**src/ppc_params.svh**
```systemverilog
`ifndef PPC_PARAMS_SVH
`define PPC_PARAMS_SVH

// Register byte offsets
`define PPC_OFS_CTRL      8'h00
`define PPC_OFS_MODE      8'h04
`define PPC_OFS_TARGET    8'h08
`define PPC_OFS_SPEED     8'h0C
`define PPC_OFS_ACCEL     8'h10
`define PPC_OFS_DECEL     8'h14
`define PPC_OFS_STATUS    8'h18
`define PPC_OFS_MODE_DISP 8'h1C

// Control word patterns and bits
`define PPC_CW_DISABLE    16'h0000
`define PPC_CW_SHUTDOWN   16'h0006
`define PPC_CW_SWITCHED   16'h0007
`define PPC_CW_EN_NIBBLE  4'hF
`define PPC_CW_NEW_SP     4
`define PPC_CW_IMMED      5
`define PPC_CW_REL        6
`define PPC_CW_HALT       8

// Status word base patterns and bits
`define PPC_SW_DISABLED   16'h0050
`define PPC_SW_READY      16'h0031
`define PPC_SW_STARTED    16'h0033
`define PPC_SW_ENABLED    16'h0037
`define PPC_SW_REACHED    10
`define PPC_SW_ACK        12

// Mode selector value for profile position
`define PPC_MODE_PROFILE  8'h01

// Reset values and bus answers
`define PPC_RST_WORD      32'h0000_0000
`define PPC_RESP_OKAY     2'h0
`define PPC_RESP_SLVERR   2'h2

`endif

```
**src/ppc_pkg.sv**
```systemverilog
package ppc_pkg;

  typedef enum logic [1:0] {
    PPC_ST_DISABLED,
    PPC_ST_READY,
    PPC_ST_STARTED,
    PPC_ST_ENABLED
  } ppc_state_e;

  typedef struct packed {
    logic [31:0] target;
    logic [31:0] speed;
    logic [31:0] accel;
    logic [31:0] decel;
    logic        relative;
  } ppc_prof_s;

endpackage

```
**src/ppc_sequencer.sv**
```systemverilog
`timescale 1ns/100ps
`include "ppc_params.svh"

module ppc_sequencer
  import ppc_pkg::*;
(
  input  wire logic        clk,
  input  wire logic        rst,
  input  wire logic [7:0]  s_axi_awaddr,
  input  wire logic        s_axi_awvalid,
  output logic             s_axi_awready,
  input  wire logic [31:0] s_axi_wdata,
  input  wire logic [3:0]  s_axi_wstrb,
  input  wire logic        s_axi_wvalid,
  output logic             s_axi_wready,
  output logic [1:0]       s_axi_bresp,
  output logic             s_axi_bvalid,
  input  wire logic        s_axi_bready,
  input  wire logic [7:0]  s_axi_araddr,
  input  wire logic        s_axi_arvalid,
  output logic             s_axi_arready,
  output logic [31:0]      s_axi_rdata,
  output logic [1:0]       s_axi_rresp,
  output logic             s_axi_rvalid,
  input  wire logic        s_axi_rready,
  input  wire logic        move_done_i,
  input  wire logic        axis_still_i,
  output logic             start_o,
  output logic             immediate_o,
  output logic             halt_o,
  output logic             mode_run_o,
  output ppc_prof_s        prof_o
);

  logic        aw_q;
  logic [7:0]  awaddr_q;
  logic        w_q;
  logic [31:0] wdata_q;
  logic [3:0]  wstrb_q;
  logic        bvalid_q;
  logic [1:0]  bresp_q;
  logic        rvalid_q;
  logic [31:0] rdata_q;
  logic [1:0]  rresp_q;
  logic [31:0] ctrl_q;
  logic [31:0] mode_q;
  logic [31:0] target_q;
  logic [31:0] speed_q;
  logic [31:0] accel_q;
  logic [31:0] decel_q;
  ppc_state_e  state_q;
  ppc_state_e  state_d;
  logic [7:0]  mode_act_q;
  logic        sp_prev_q;
  logic        busy_q;
  logic        pending_q;
  logic        ack_q;
  logic        start_q;
  logic        immed_q;
  logic        halt_q;
  ppc_prof_s   prof_q;
  ppc_prof_s   pend_q;

  function automatic logic [31:0] merge(input logic [31:0] old, input logic [31:0] dat, input logic [3:0] strb);
    logic [31:0] res;
    res = old;
    for (int i = 0; i < 4; i++) begin
      if (strb[i]) begin
        res[i*8 +: 8] = dat[i*8 +: 8];
      end
    end
    return res;
  endfunction

  wire        wr_go      = aw_q && w_q && !bvalid_q;
  wire        wr_ctrl    = wr_go && (awaddr_q == `PPC_OFS_CTRL);
  wire        wr_mode    = wr_go && (awaddr_q == `PPC_OFS_MODE);
  wire        wr_target  = wr_go && (awaddr_q == `PPC_OFS_TARGET);
  wire        wr_speed   = wr_go && (awaddr_q == `PPC_OFS_SPEED);
  wire        wr_accel   = wr_go && (awaddr_q == `PPC_OFS_ACCEL);
  wire        wr_decel   = wr_go && (awaddr_q == `PPC_OFS_DECEL);
  wire        wr_mapped  = wr_ctrl || wr_mode || wr_target || wr_speed || wr_accel || wr_decel;
  wire        rd_go      = s_axi_arvalid && !rvalid_q;
  wire [15:0] cw         = ctrl_q[15:0];
  wire        en_pat     = (cw[3:0] == `PPC_CW_EN_NIBBLE);
  wire        sp_edge    = cw[`PPC_CW_NEW_SP] && !sp_prev_q;
  wire        motion_ok  = en_pat && (state_q == PPC_ST_STARTED || state_q == PPC_ST_ENABLED) &&
                           (mode_act_q == `PPC_MODE_PROFILE);
  wire        accept     = sp_edge && motion_ok && !cw[`PPC_CW_HALT];
  wire        take_now   = accept && (!busy_q || cw[`PPC_CW_IMMED]);
  wire        take_later = accept && busy_q && !cw[`PPC_CW_IMMED];
  // Queued profile also leaves once idle, so a done pulse racing the queue is not lost
  wire        launch_pnd = pending_q && (move_done_i || !busy_q) && motion_ok && !cw[`PPC_CW_HALT];
  wire        stopping   = (state_q == PPC_ST_ENABLED) && !en_pat;
  wire        reached    = halt_q ? axis_still_i : (!busy_q && !pending_q);
  ppc_prof_s  prof_new;
  logic [15:0] status_w;

  assign prof_new = '{target: target_q, speed: speed_q, accel: accel_q, decel: decel_q,
                      relative: cw[`PPC_CW_REL]};

  always_comb begin
    case (state_q)
      PPC_ST_READY:   status_w = `PPC_SW_READY;
      PPC_ST_STARTED: status_w = `PPC_SW_STARTED;
      PPC_ST_ENABLED: status_w = `PPC_SW_ENABLED;
      default:        status_w = `PPC_SW_DISABLED;
    endcase
    status_w[`PPC_SW_REACHED] = reached;
    status_w[`PPC_SW_ACK]     = ack_q;
  end

  // Power stage sequence; any 0xnnnF from started enables directly
  always_comb begin
    state_d = state_q;
    case (state_q)
      PPC_ST_DISABLED: begin
        if (cw == `PPC_CW_SHUTDOWN) state_d = PPC_ST_READY;
      end
      PPC_ST_READY: begin
        if (cw == `PPC_CW_SWITCHED) state_d = PPC_ST_STARTED;
        else if (cw == `PPC_CW_DISABLE) state_d = PPC_ST_DISABLED;
      end
      PPC_ST_STARTED: begin
        if (en_pat) state_d = PPC_ST_ENABLED;
        else if (cw == `PPC_CW_SHUTDOWN) state_d = PPC_ST_READY;
        else if (cw == `PPC_CW_DISABLE) state_d = PPC_ST_DISABLED;
      end
      PPC_ST_ENABLED: begin
        if (cw == `PPC_CW_SWITCHED) state_d = PPC_ST_STARTED;
        else if (cw == `PPC_CW_SHUTDOWN) state_d = PPC_ST_READY;
        else if (cw == `PPC_CW_DISABLE) state_d = PPC_ST_DISABLED;
      end
      default: state_d = PPC_ST_DISABLED;
    endcase
  end

  assign s_axi_awready = !aw_q && !bvalid_q;
  assign s_axi_wready  = !w_q && !bvalid_q;
  assign s_axi_bvalid  = bvalid_q;
  assign s_axi_bresp   = bresp_q;
  assign s_axi_arready = !rvalid_q;
  assign s_axi_rvalid  = rvalid_q;
  assign s_axi_rdata   = rdata_q;
  assign s_axi_rresp   = rresp_q;
  assign start_o       = start_q;
  assign immediate_o   = immed_q;
  assign halt_o        = halt_q;
  assign mode_run_o    = (state_q == PPC_ST_ENABLED) && (mode_act_q == `PPC_MODE_PROFILE);
  assign prof_o        = prof_q;

  always_ff @(posedge clk or posedge rst) begin
    if (rst) begin
      aw_q     <= 1'b0;
      awaddr_q <= 8'h00;
      w_q      <= 1'b0;
      wdata_q  <= `PPC_RST_WORD;
      wstrb_q  <= 4'h0;
      bvalid_q <= 1'b0;
      bresp_q  <= `PPC_RESP_OKAY;
    end else begin
      if (s_axi_awvalid && s_axi_awready) begin
        aw_q     <= 1'b1;
        awaddr_q <= s_axi_awaddr;
      end
      if (s_axi_wvalid && s_axi_wready) begin
        w_q     <= 1'b1;
        wdata_q <= s_axi_wdata;
        wstrb_q <= s_axi_wstrb;
      end
      if (wr_go) begin
        aw_q     <= 1'b0;
        w_q      <= 1'b0;
        bvalid_q <= 1'b1;
        bresp_q  <= wr_mapped ? `PPC_RESP_OKAY : `PPC_RESP_SLVERR;
      end else if (bvalid_q && s_axi_bready) begin
        bvalid_q <= 1'b0;
      end
    end
  end

  always_ff @(posedge clk or posedge rst) begin
    if (rst) begin
      ctrl_q   <= `PPC_RST_WORD;
      mode_q   <= `PPC_RST_WORD;
      target_q <= `PPC_RST_WORD;
      speed_q  <= `PPC_RST_WORD;
      accel_q  <= `PPC_RST_WORD;
      decel_q  <= `PPC_RST_WORD;
    end else begin
      if (wr_ctrl)   ctrl_q   <= merge(ctrl_q, wdata_q, wstrb_q) & 32'h0000_FFFF;
      if (wr_mode)   mode_q   <= merge(mode_q, wdata_q, wstrb_q) & 32'h0000_00FF;
      if (wr_target) target_q <= merge(target_q, wdata_q, wstrb_q);
      if (wr_speed)  speed_q  <= merge(speed_q, wdata_q, wstrb_q);
      if (wr_accel)  accel_q  <= merge(accel_q, wdata_q, wstrb_q);
      if (wr_decel)  decel_q  <= merge(decel_q, wdata_q, wstrb_q);
    end
  end

  always_ff @(posedge clk or posedge rst) begin
    if (rst) begin
      rvalid_q <= 1'b0;
      rdata_q  <= `PPC_RST_WORD;
      rresp_q  <= `PPC_RESP_OKAY;
    end else if (rd_go) begin
      rvalid_q <= 1'b1;
      rresp_q  <= `PPC_RESP_OKAY;
      case (s_axi_araddr)
        `PPC_OFS_CTRL:      rdata_q <= ctrl_q;
        `PPC_OFS_MODE:      rdata_q <= mode_q;
        `PPC_OFS_TARGET:    rdata_q <= target_q;
        `PPC_OFS_SPEED:     rdata_q <= speed_q;
        `PPC_OFS_ACCEL:     rdata_q <= accel_q;
        `PPC_OFS_DECEL:     rdata_q <= decel_q;
        `PPC_OFS_STATUS:    rdata_q <= {16'h0000, status_w};
        `PPC_OFS_MODE_DISP: rdata_q <= {24'h000000, mode_act_q};
        default: begin
          rdata_q <= `PPC_RST_WORD;
          rresp_q <= `PPC_RESP_SLVERR;
        end
      endcase
    end else if (rvalid_q && s_axi_rready) begin
      rvalid_q <= 1'b0;
    end
  end

  // Mode switch while enabled could start the new mode mid-motion, so it is frozen there
  always_ff @(posedge clk or posedge rst) begin
    if (rst) begin
      state_q    <= PPC_ST_DISABLED;
      mode_act_q <= 8'h00;
      sp_prev_q  <= 1'b0;
      halt_q     <= 1'b0;
    end else begin
      state_q   <= state_d;
      sp_prev_q <= cw[`PPC_CW_NEW_SP];
      halt_q    <= motion_ok && cw[`PPC_CW_HALT];
      if (state_q != PPC_ST_ENABLED) mode_act_q <= mode_q[7:0];
    end
  end

  always_ff @(posedge clk or posedge rst) begin
    if (rst) begin
      busy_q    <= 1'b0;
      pending_q <= 1'b0;
      ack_q     <= 1'b0;
      start_q   <= 1'b0;
      immed_q   <= 1'b0;
      prof_q    <= '0;
      pend_q    <= '0;
    end else begin
      start_q <= 1'b0;
      immed_q <= 1'b0;
      if (!cw[`PPC_CW_NEW_SP]) ack_q <= 1'b0;
      if (accept) ack_q <= 1'b1;
      if (stopping) begin
        busy_q    <= 1'b0;
        pending_q <= 1'b0;
      end else if (take_now) begin
        busy_q    <= 1'b1;
        pending_q <= 1'b0;
        prof_q    <= prof_new;
        start_q   <= 1'b1;
        immed_q   <= busy_q;
      end else if (take_later) begin
        pending_q <= 1'b1;
        pend_q    <= prof_new;
        if (move_done_i) busy_q <= 1'b0;
      end else if (launch_pnd) begin
        pending_q <= 1'b0;
        busy_q    <= 1'b1;
        prof_q    <= pend_q;
        start_q   <= 1'b1;
      end else if (move_done_i) begin
        busy_q <= 1'b0;
      end
    end
  end

  chk_start_gated: assert property (@(posedge clk) disable iff (rst)
    start_q |-> $past(motion_ok)) else $error("start without enabled pattern");

  chk_stop_clears: assert property (@(posedge clk) disable iff (rst)
    (state_q == PPC_ST_ENABLED && cw == `PPC_CW_SWITCHED) |=> (!mode_run_o && !busy_q && !pending_q))
    else $error("stop did not end the mode");

  chk_restart_mode: assert property (@(posedge clk) disable iff (rst)
    (state_q == PPC_ST_STARTED && en_pat) |=> state_q == PPC_ST_ENABLED) else $error("no restart");

  chk_queue_waits: assert property (@(posedge clk) disable iff (rst)
    (take_later && !stopping) |=> (pending_q && !start_q)) else $error("queued move started early");

  chk_queue_launch: assert property (@(posedge clk) disable iff (rst)
    (launch_pnd && !stopping && !accept) |=> (start_q && !pending_q && prof_o == $past(pend_q)))
    else $error("queued move not launched");

  chk_immed_swap: assert property (@(posedge clk) disable iff (rst)
    (take_now && busy_q && !stopping) |=> (start_q && immediate_o)) else $error("no immediate change");

  chk_halt_level: assert property (@(posedge clk) disable iff (rst)
    (motion_ok && cw[`PPC_CW_HALT]) |=> (halt_o && !start_q)) else $error("halt not applied");

  chk_mode_frozen: assert property (@(posedge clk) disable iff (rst)
    (state_q == PPC_ST_ENABLED) |=> $stable(mode_act_q)) else $error("mode changed while enabled");

  chk_ack_follows: assert property (@(posedge clk) disable iff (rst)
    accept |=> status_w[`PPC_SW_ACK]) else $error("target not acknowledged");

  chk_level_only: assert property (@(posedge clk) disable iff (rst)
    (!sp_edge && !launch_pnd) |=> !start_q) else $error("start without strobe edge");

  chk_abs_rel: assert property (@(posedge clk) disable iff (rst)
    (take_now && !stopping) |=> prof_o.relative == $past(cw[`PPC_CW_REL])) else $error("bad target type");

endmodule

```
**config.mk**
```make
export PLATFORM = sky130hd
export DESIGN_NAME = ppc_sequencer
export DESIGN_NICKNAME = d
export VERILOG_FILES = /design/src/ppc_pkg.sv /design/src/ppc_sequencer.sv
export VERILOG_INCLUDE_DIRS = /design/src
export SDC_FILE = /design/constraint.sdc
export NUM_CORES = 1
export LEC_CHECK = 0
export BUFFER_PORTS_ARGS = -buffer_cell sky130_fd_sc_hd__buf_2
export CORE_ASPECT_RATIO = 2
export CORE_UTILIZATION = 50
export CTS_CLUSTER_DIAMETER = 100
export DETAILED_ROUTE_END_ITERATION = 8
export GPL_TIMING_DRIVEN = 0
export PLACE_DENSITY = 0.81
export SYNTH_ARGS = -nofsm -noshare
export SYNTH_HDL_FRONTEND = slang
export SYNTH_SLANG_ARGS = --single-unit
```
**constraint.sdc**
```tcl
create_clock -name clk -period 17.73 [get_ports clk]
set_input_delay 1.773 -clock clk [delete_from_list [all_inputs] [get_ports clk]]
set_output_delay 1.773 -clock clk [all_outputs]
set_load 0.01 [all_outputs]
```
## Word-level counts from Yosys, hierarchy flattened

Index checks and enable logic that the tools add are counted.

- Register bits: 511
- Input port bits: 61
- Output and inout bits: 174
- Logic and storage cells: 193

- Eq/ne operators: 23
- Multiplexer cells: 40
- Bitwise logic cells: 2
- Reduce and logical (&&, ||, !) cells: 80

Operators by type and width:

| operator | number |
|---|---|
| two-way mux 129 bit | 3 |
| one-hot mux 32 bit (8 select lines) | 1 |
| equality test 8 x 5 -> 1 bit, second input constant | 6 |
| AND reduction 2 bit | 19 |
| equality test 16 x 3 -> 1 bit, second input constant | 2 |
| equality test 8 x 4 -> 1 bit, second input constant | 4 |
| logical AND 1 bit | 30 |
| two-way mux 1 bit | 26 |
| one-hot mux 7 bit (3 select lines) | 1 |
| equality test 8 x 3 -> 1 bit, second input constant | 2 |
| zero test 16 bit | 1 |
| zero test 8 bit | 2 |
| two-way mux 2 bit | 8 |
| zero test 1 bit | 10 |
| nonzero test 2 bit | 5 |
| equality test 8 x 1 -> 1 bit, second input constant | 1 |
| logical OR 1 bit | 8 |
| one-hot mux 2 bit (4 select lines) | 1 |
| OR reduction 8 bit | 1 |
| != test 2 bit, second input constant | 3 |
| AND reduction 3 bit | 2 |
| equality test 2 bit, second input constant | 2 |
| equality test 4 bit, second input constant | 1 |
| nonzero test 4 bit | 1 |
| 4 further kinds | 5 |

## Depth between registers and ports, before layout

- Depth in word-level cells: 11
- Mapped depth: 8
- Gate-level depth less buffers: 5

## Worst setup path after synthesis

Ideal clock, no wire load.

- Path kind: input -> register
- Start point: input port s_axi_araddr[2]
- End point: register rdata_q[12], in the netlist s_axi_rdata[12]
- Setup time: 0.121 ns
- Data arrival time: 3.225 ns
- Data required time: 17.609 ns
- Path slack: 14.384 ns
- Stages on the path: 6
- Buffers on the path: 4
- Cells stage by stage: clkbuf_1 > buf_2 > buf_1 > clkbuf_1 > a21oi_1 > a22o_1

- Cells in the longest elaborated chain, start to end: 2
- Elaborated cells on any way between the ends: 9
- Those cells by class: eq/ne: 7; mux: 1; reduce/logical: 1

Ends and longest elaborated chain:

| what | line | source |
|---|---|---|
| from (decl) | ppc_sequencer.sv:19 | `input wire logic [7:0] s_axi_araddr,` |
| equality test 8 x 5 -> 1 bit, or another cell as far along | ppc_sequencer.sv:208 | `case (s_axi_araddr)` |
| one-hot mux 32 bit (8 select lines) (*) | ppc_sequencer.sv:208 |  |
| to (signal assigned) | ppc_sequencer.sv:209 | `` `PPC_OFS_CTRL: rdata_q <= ctrl_q; `` |
| to (signal assigned) | ppc_sequencer.sv:210 | `` `PPC_OFS_MODE: rdata_q <= mode_q; `` |
| to (signal assigned) | ppc_sequencer.sv:211 | `` `PPC_OFS_TARGET: rdata_q <= target_q; `` |
| to (decl) | ppc_sequencer.sv:43 | `logic [31:0] rdata_q;` |

Every way passes the cells marked *; elsewhere a longest branch is shown, timed or not.
A chain may end at the register's enable or synchronous reset.

## Final worst setup path

Ends and elaborated chain as after synthesis.

==> results.sh <==
export IMPL_status="completed"
export IMPL_syn_to_final_growth_pct=15.4
export IMPL_syn_inst=1930
export IMPL_slew_violations=0
export IMPL_totalWireLength_um=67800
export IMPL_dieHeight_um=296
export IMPL_synth_distinct_cells=48
export IMPL_fp_coreArea_um2=42600
export IMPL_grt_overflow=0
export IMPL_async_flop_share_pct=100
export IMPL_post_cts_resized=0
export IMPL_numCtsBuffers=43
export IMPL_grt_pass1_vias=16400
export IMPL_layout_common_cells="509 x dfrtp_1, 449 x nand2_1, 246 x buf_2"
export IMPL_max_slew_margin_pct=31.2
export IMPL_synth_seq_area_share_pct=58.9
export IMPL_worst_pin_slew_ns=1.03
export IMPL_power_density_nw_per_um2=108
export IMPL_fmax_mhz=248
export IMPL_synth_area_um2=21600
export IMPL_ys_ff_latch=509
export IMPL_seqCellArea_um2=12700
export IMPL_fp_row_count=107
export IMPL_first_pass_iters=6
export IMPL_final_util_pct=58.6
export IMPL_fin_ws_ns=13.70
export IMPL_ys_warn_count=0
export IMPL_synth_edf_count=0
export IMPL_avgSynthCellArea_um2=11.2
export IMPL_skew_ns=0.0266
export IMPL_final_common_cell="dfrtp_1"
export IMPL_insertedDiodeCount=0
export IMPL_via_per_inst=5.85
export IMPL_num_nets_final=2271
export IMPL_grt_first_pass_wirelength_um=100000
export IMPL_crit_top_cell="clkbuf_1"
export IMPL_stdcell_area_um2=25000
export IMPL_start_util_pct=50.8
export IMPL_clock_sinks=509
export IMPL_dp_slack_ns=13.19
export IMPL_cts_tree="done"
export IMPL_holdBufCountCts=0
export IMPL_vias=16300
export IMPL_globalRouteTotalUtil_pct=31.2
export IMPL_synth_top_cell_by_area="dfrtp_1"
export IMPL_finalCritPeriodShare_pct=22.7
export IMPL_cts_setup_buffers=0
export IMPL_drc=0
export IMPL_clk_path_buf_depth=3
export IMPL_clk_pin_slew_ns=0.07
export IMPL_grt_max_degree=142
export IMPL_cp_arrival_ns=4.48
export IMPL_setup_violations=0
export IMPL_ys_flop_type="dfrtp_1"
export IMPL_drive_above_1_share_pct=23.4
export IMPL_crit_path_top_delay_cell="buf_1"
export IMPL_fp_dieW_um=149
export IMPL_multi_input_area_um2=8350
export IMPL_place_detailed_hpwl_um=50400
export IMPL_synth_top_cell_area_share_pct=58.9
export IMPL_crit_required_ns=18.19
export IMPL_ant_nets=0
export IMPL_maxCapViolCount=0
export IMPL_clk_latency_ns=0.58
export IMPL_slowest_delay_ns=0.81
export IMPL_port_buffers=231
export IMPL_first_iter_violations=1322
export IMPL_ir_worst_vdd_mv=0.0703
export IMPL_dieArea_um2=44100
export IMPL_cts_root_buf="clkbuf_16"
export IMPL_routedWlPerCell_um=24.3
export IMPL_endpoint_kind="flop"
export IMPL_period_needed_ns=4.03
export IMPL_crit_fanout=10
export IMPL_rsz0062_at_grt="no"
export IMPL_finalHoldViolCount=0
export IMPL_placed_area_um2=23600
export IMPL_synth_area_top_cells="dfrtp_1 59%, mux2_2 8.9%, nand2_1 7.8%"
export IMPL_hold_class="reg -> reg"
export IMPL_power_leakage_nw=11.9
export IMPL_crit_chain="clkbuf_1 > buf_2 > buf_1 > clkbuf_1 > a21oi_1 > a22o_1"
export IMPL_fill_cells=3452
export IMPL_gp_congestion=0.973
export IMPL_grt_antenna_before_repair=0
export IMPL_crit_type="in -> reg"
export IMPL_ios=235
export IMPL_htree_levels=2
export IMPL_start_kind="input port"
-- flip-flops by register name (all words and copies together) (netlist names), 2 cells and up --
name and count:
wstrb_q 4, prof_o 129, speed_q 32, decel_q 32, mode_q 8, s_axi_rdata 32
ctrl_q 16, awaddr_q 8, pend_q 129, wdata_q 32, accel_q 32, target_q 32
state_q 2, mode_act_q 8
-- synthesized netlist by cell type (3+ instances only) --
cell type  count
dfrtp_1      509
nand2_1      449
nor4_4         4
mux4_2         8
o21a_1         3
nand3_1       14
o22ai_1        5
mux2_1        32
a22oi_1       18
nand4_1        5
nor3_1         9
a221oi_1      17
and2_1         3
mux2i_1      148
clkbuf_1      82
o211ai_1       4
a31oi_1        3
buf_1          6
inv_1          8
a22o_1        24
buf_2         15
nand2b_1       5
mux2_2       171
o221ai_1       3
buf_4         13
o21ai_0       17
nor4_1         3
a21oi_1      157
nor2b_1       19
nor3_2         4
nor2_1       149
-- where the power goes --
part	internal (mW)	total, mW	switching (mW)	leakage (nW)
sequential	1.27	1.45	0.180	6.31
combinational	0.136	0.295	0.159	4.92
clock	0.525	0.967	0.442	0.690
-- critical path: cells and delay by family --
| kind | cells | cell delay (ns) |
|---|---|---|
| buffers and inverters | 4 | 2.17 |
| AOI/OAI and AO/OA | 2 | 0.52 |
-- stage by stage --
step	TNS (ns)	power [mW]	std cells	hold WS [ns]
floorplan	0	1.58	1931	0.438
global placement	-1366.80	1.73	2707	0.448
detailed placement	0	1.75	2710	0.455
CTS	0	2.71	2788	0.470
global route	0	2.78	2788	0.490
finish	0	2.71	2788	0.468
-- layer usage --
| metal | vias up | routed length (um) | share of wire, % | GRT usage, % |
|---|---|---|---|---|
| met3 | 258 | 3940 | 5.8 | 3.89 |
| met1 | 8158 | 22400 | 33 | 33.7 |
| met2 | 740 | 34300 | 51 | 53.3 |
| met5 | - | 0 | 0 | 0 |
| met4 | 0 | 7070 | 10 | 28.0 |
| li1 | 7147 | - | - | - |
-- logic make-up after synthesis --
logic type	after synthesis	synth area share, %
AOI/OAI and AO/OA	257	7.15
buffers and inverters	125	2.48
DFF	509	58.9
other	1	0.0173
and+or+nand+nor	679	13.2
muxes	359	18.3
-- area by class of cell --
cell class	count	share of cell area, %
multi-input combinational	1297	33.5
tap	545	2.73
timing repair buffer	234	4.96
clock buffer	58	4.82
clock inverter	20	0.822
inverter	9	0.165
buffer	116	2.02
sequential	509	51.0
-- worst paths after layout --
check	start	endpoint	slack, ns	depth (start not counted)
worst max-delay path	s_axi_araddr[2]	s_axi_rdata[12]	13.70	6
worst min-delay path	pend_q[11]	pend_q[11]	0.47	2
worst max register to register	mode_act_q[1]	prof_o[49]	14.72	6
worst min register to register	pend_q[11]	pend_q[11]	0.47	2
max in group asynchronous	rst	wdata_q[30]	14.00	5
min in group asynchronous	rst	pend_q[49]	1.36	2
(Power assumes the default switching activity.)
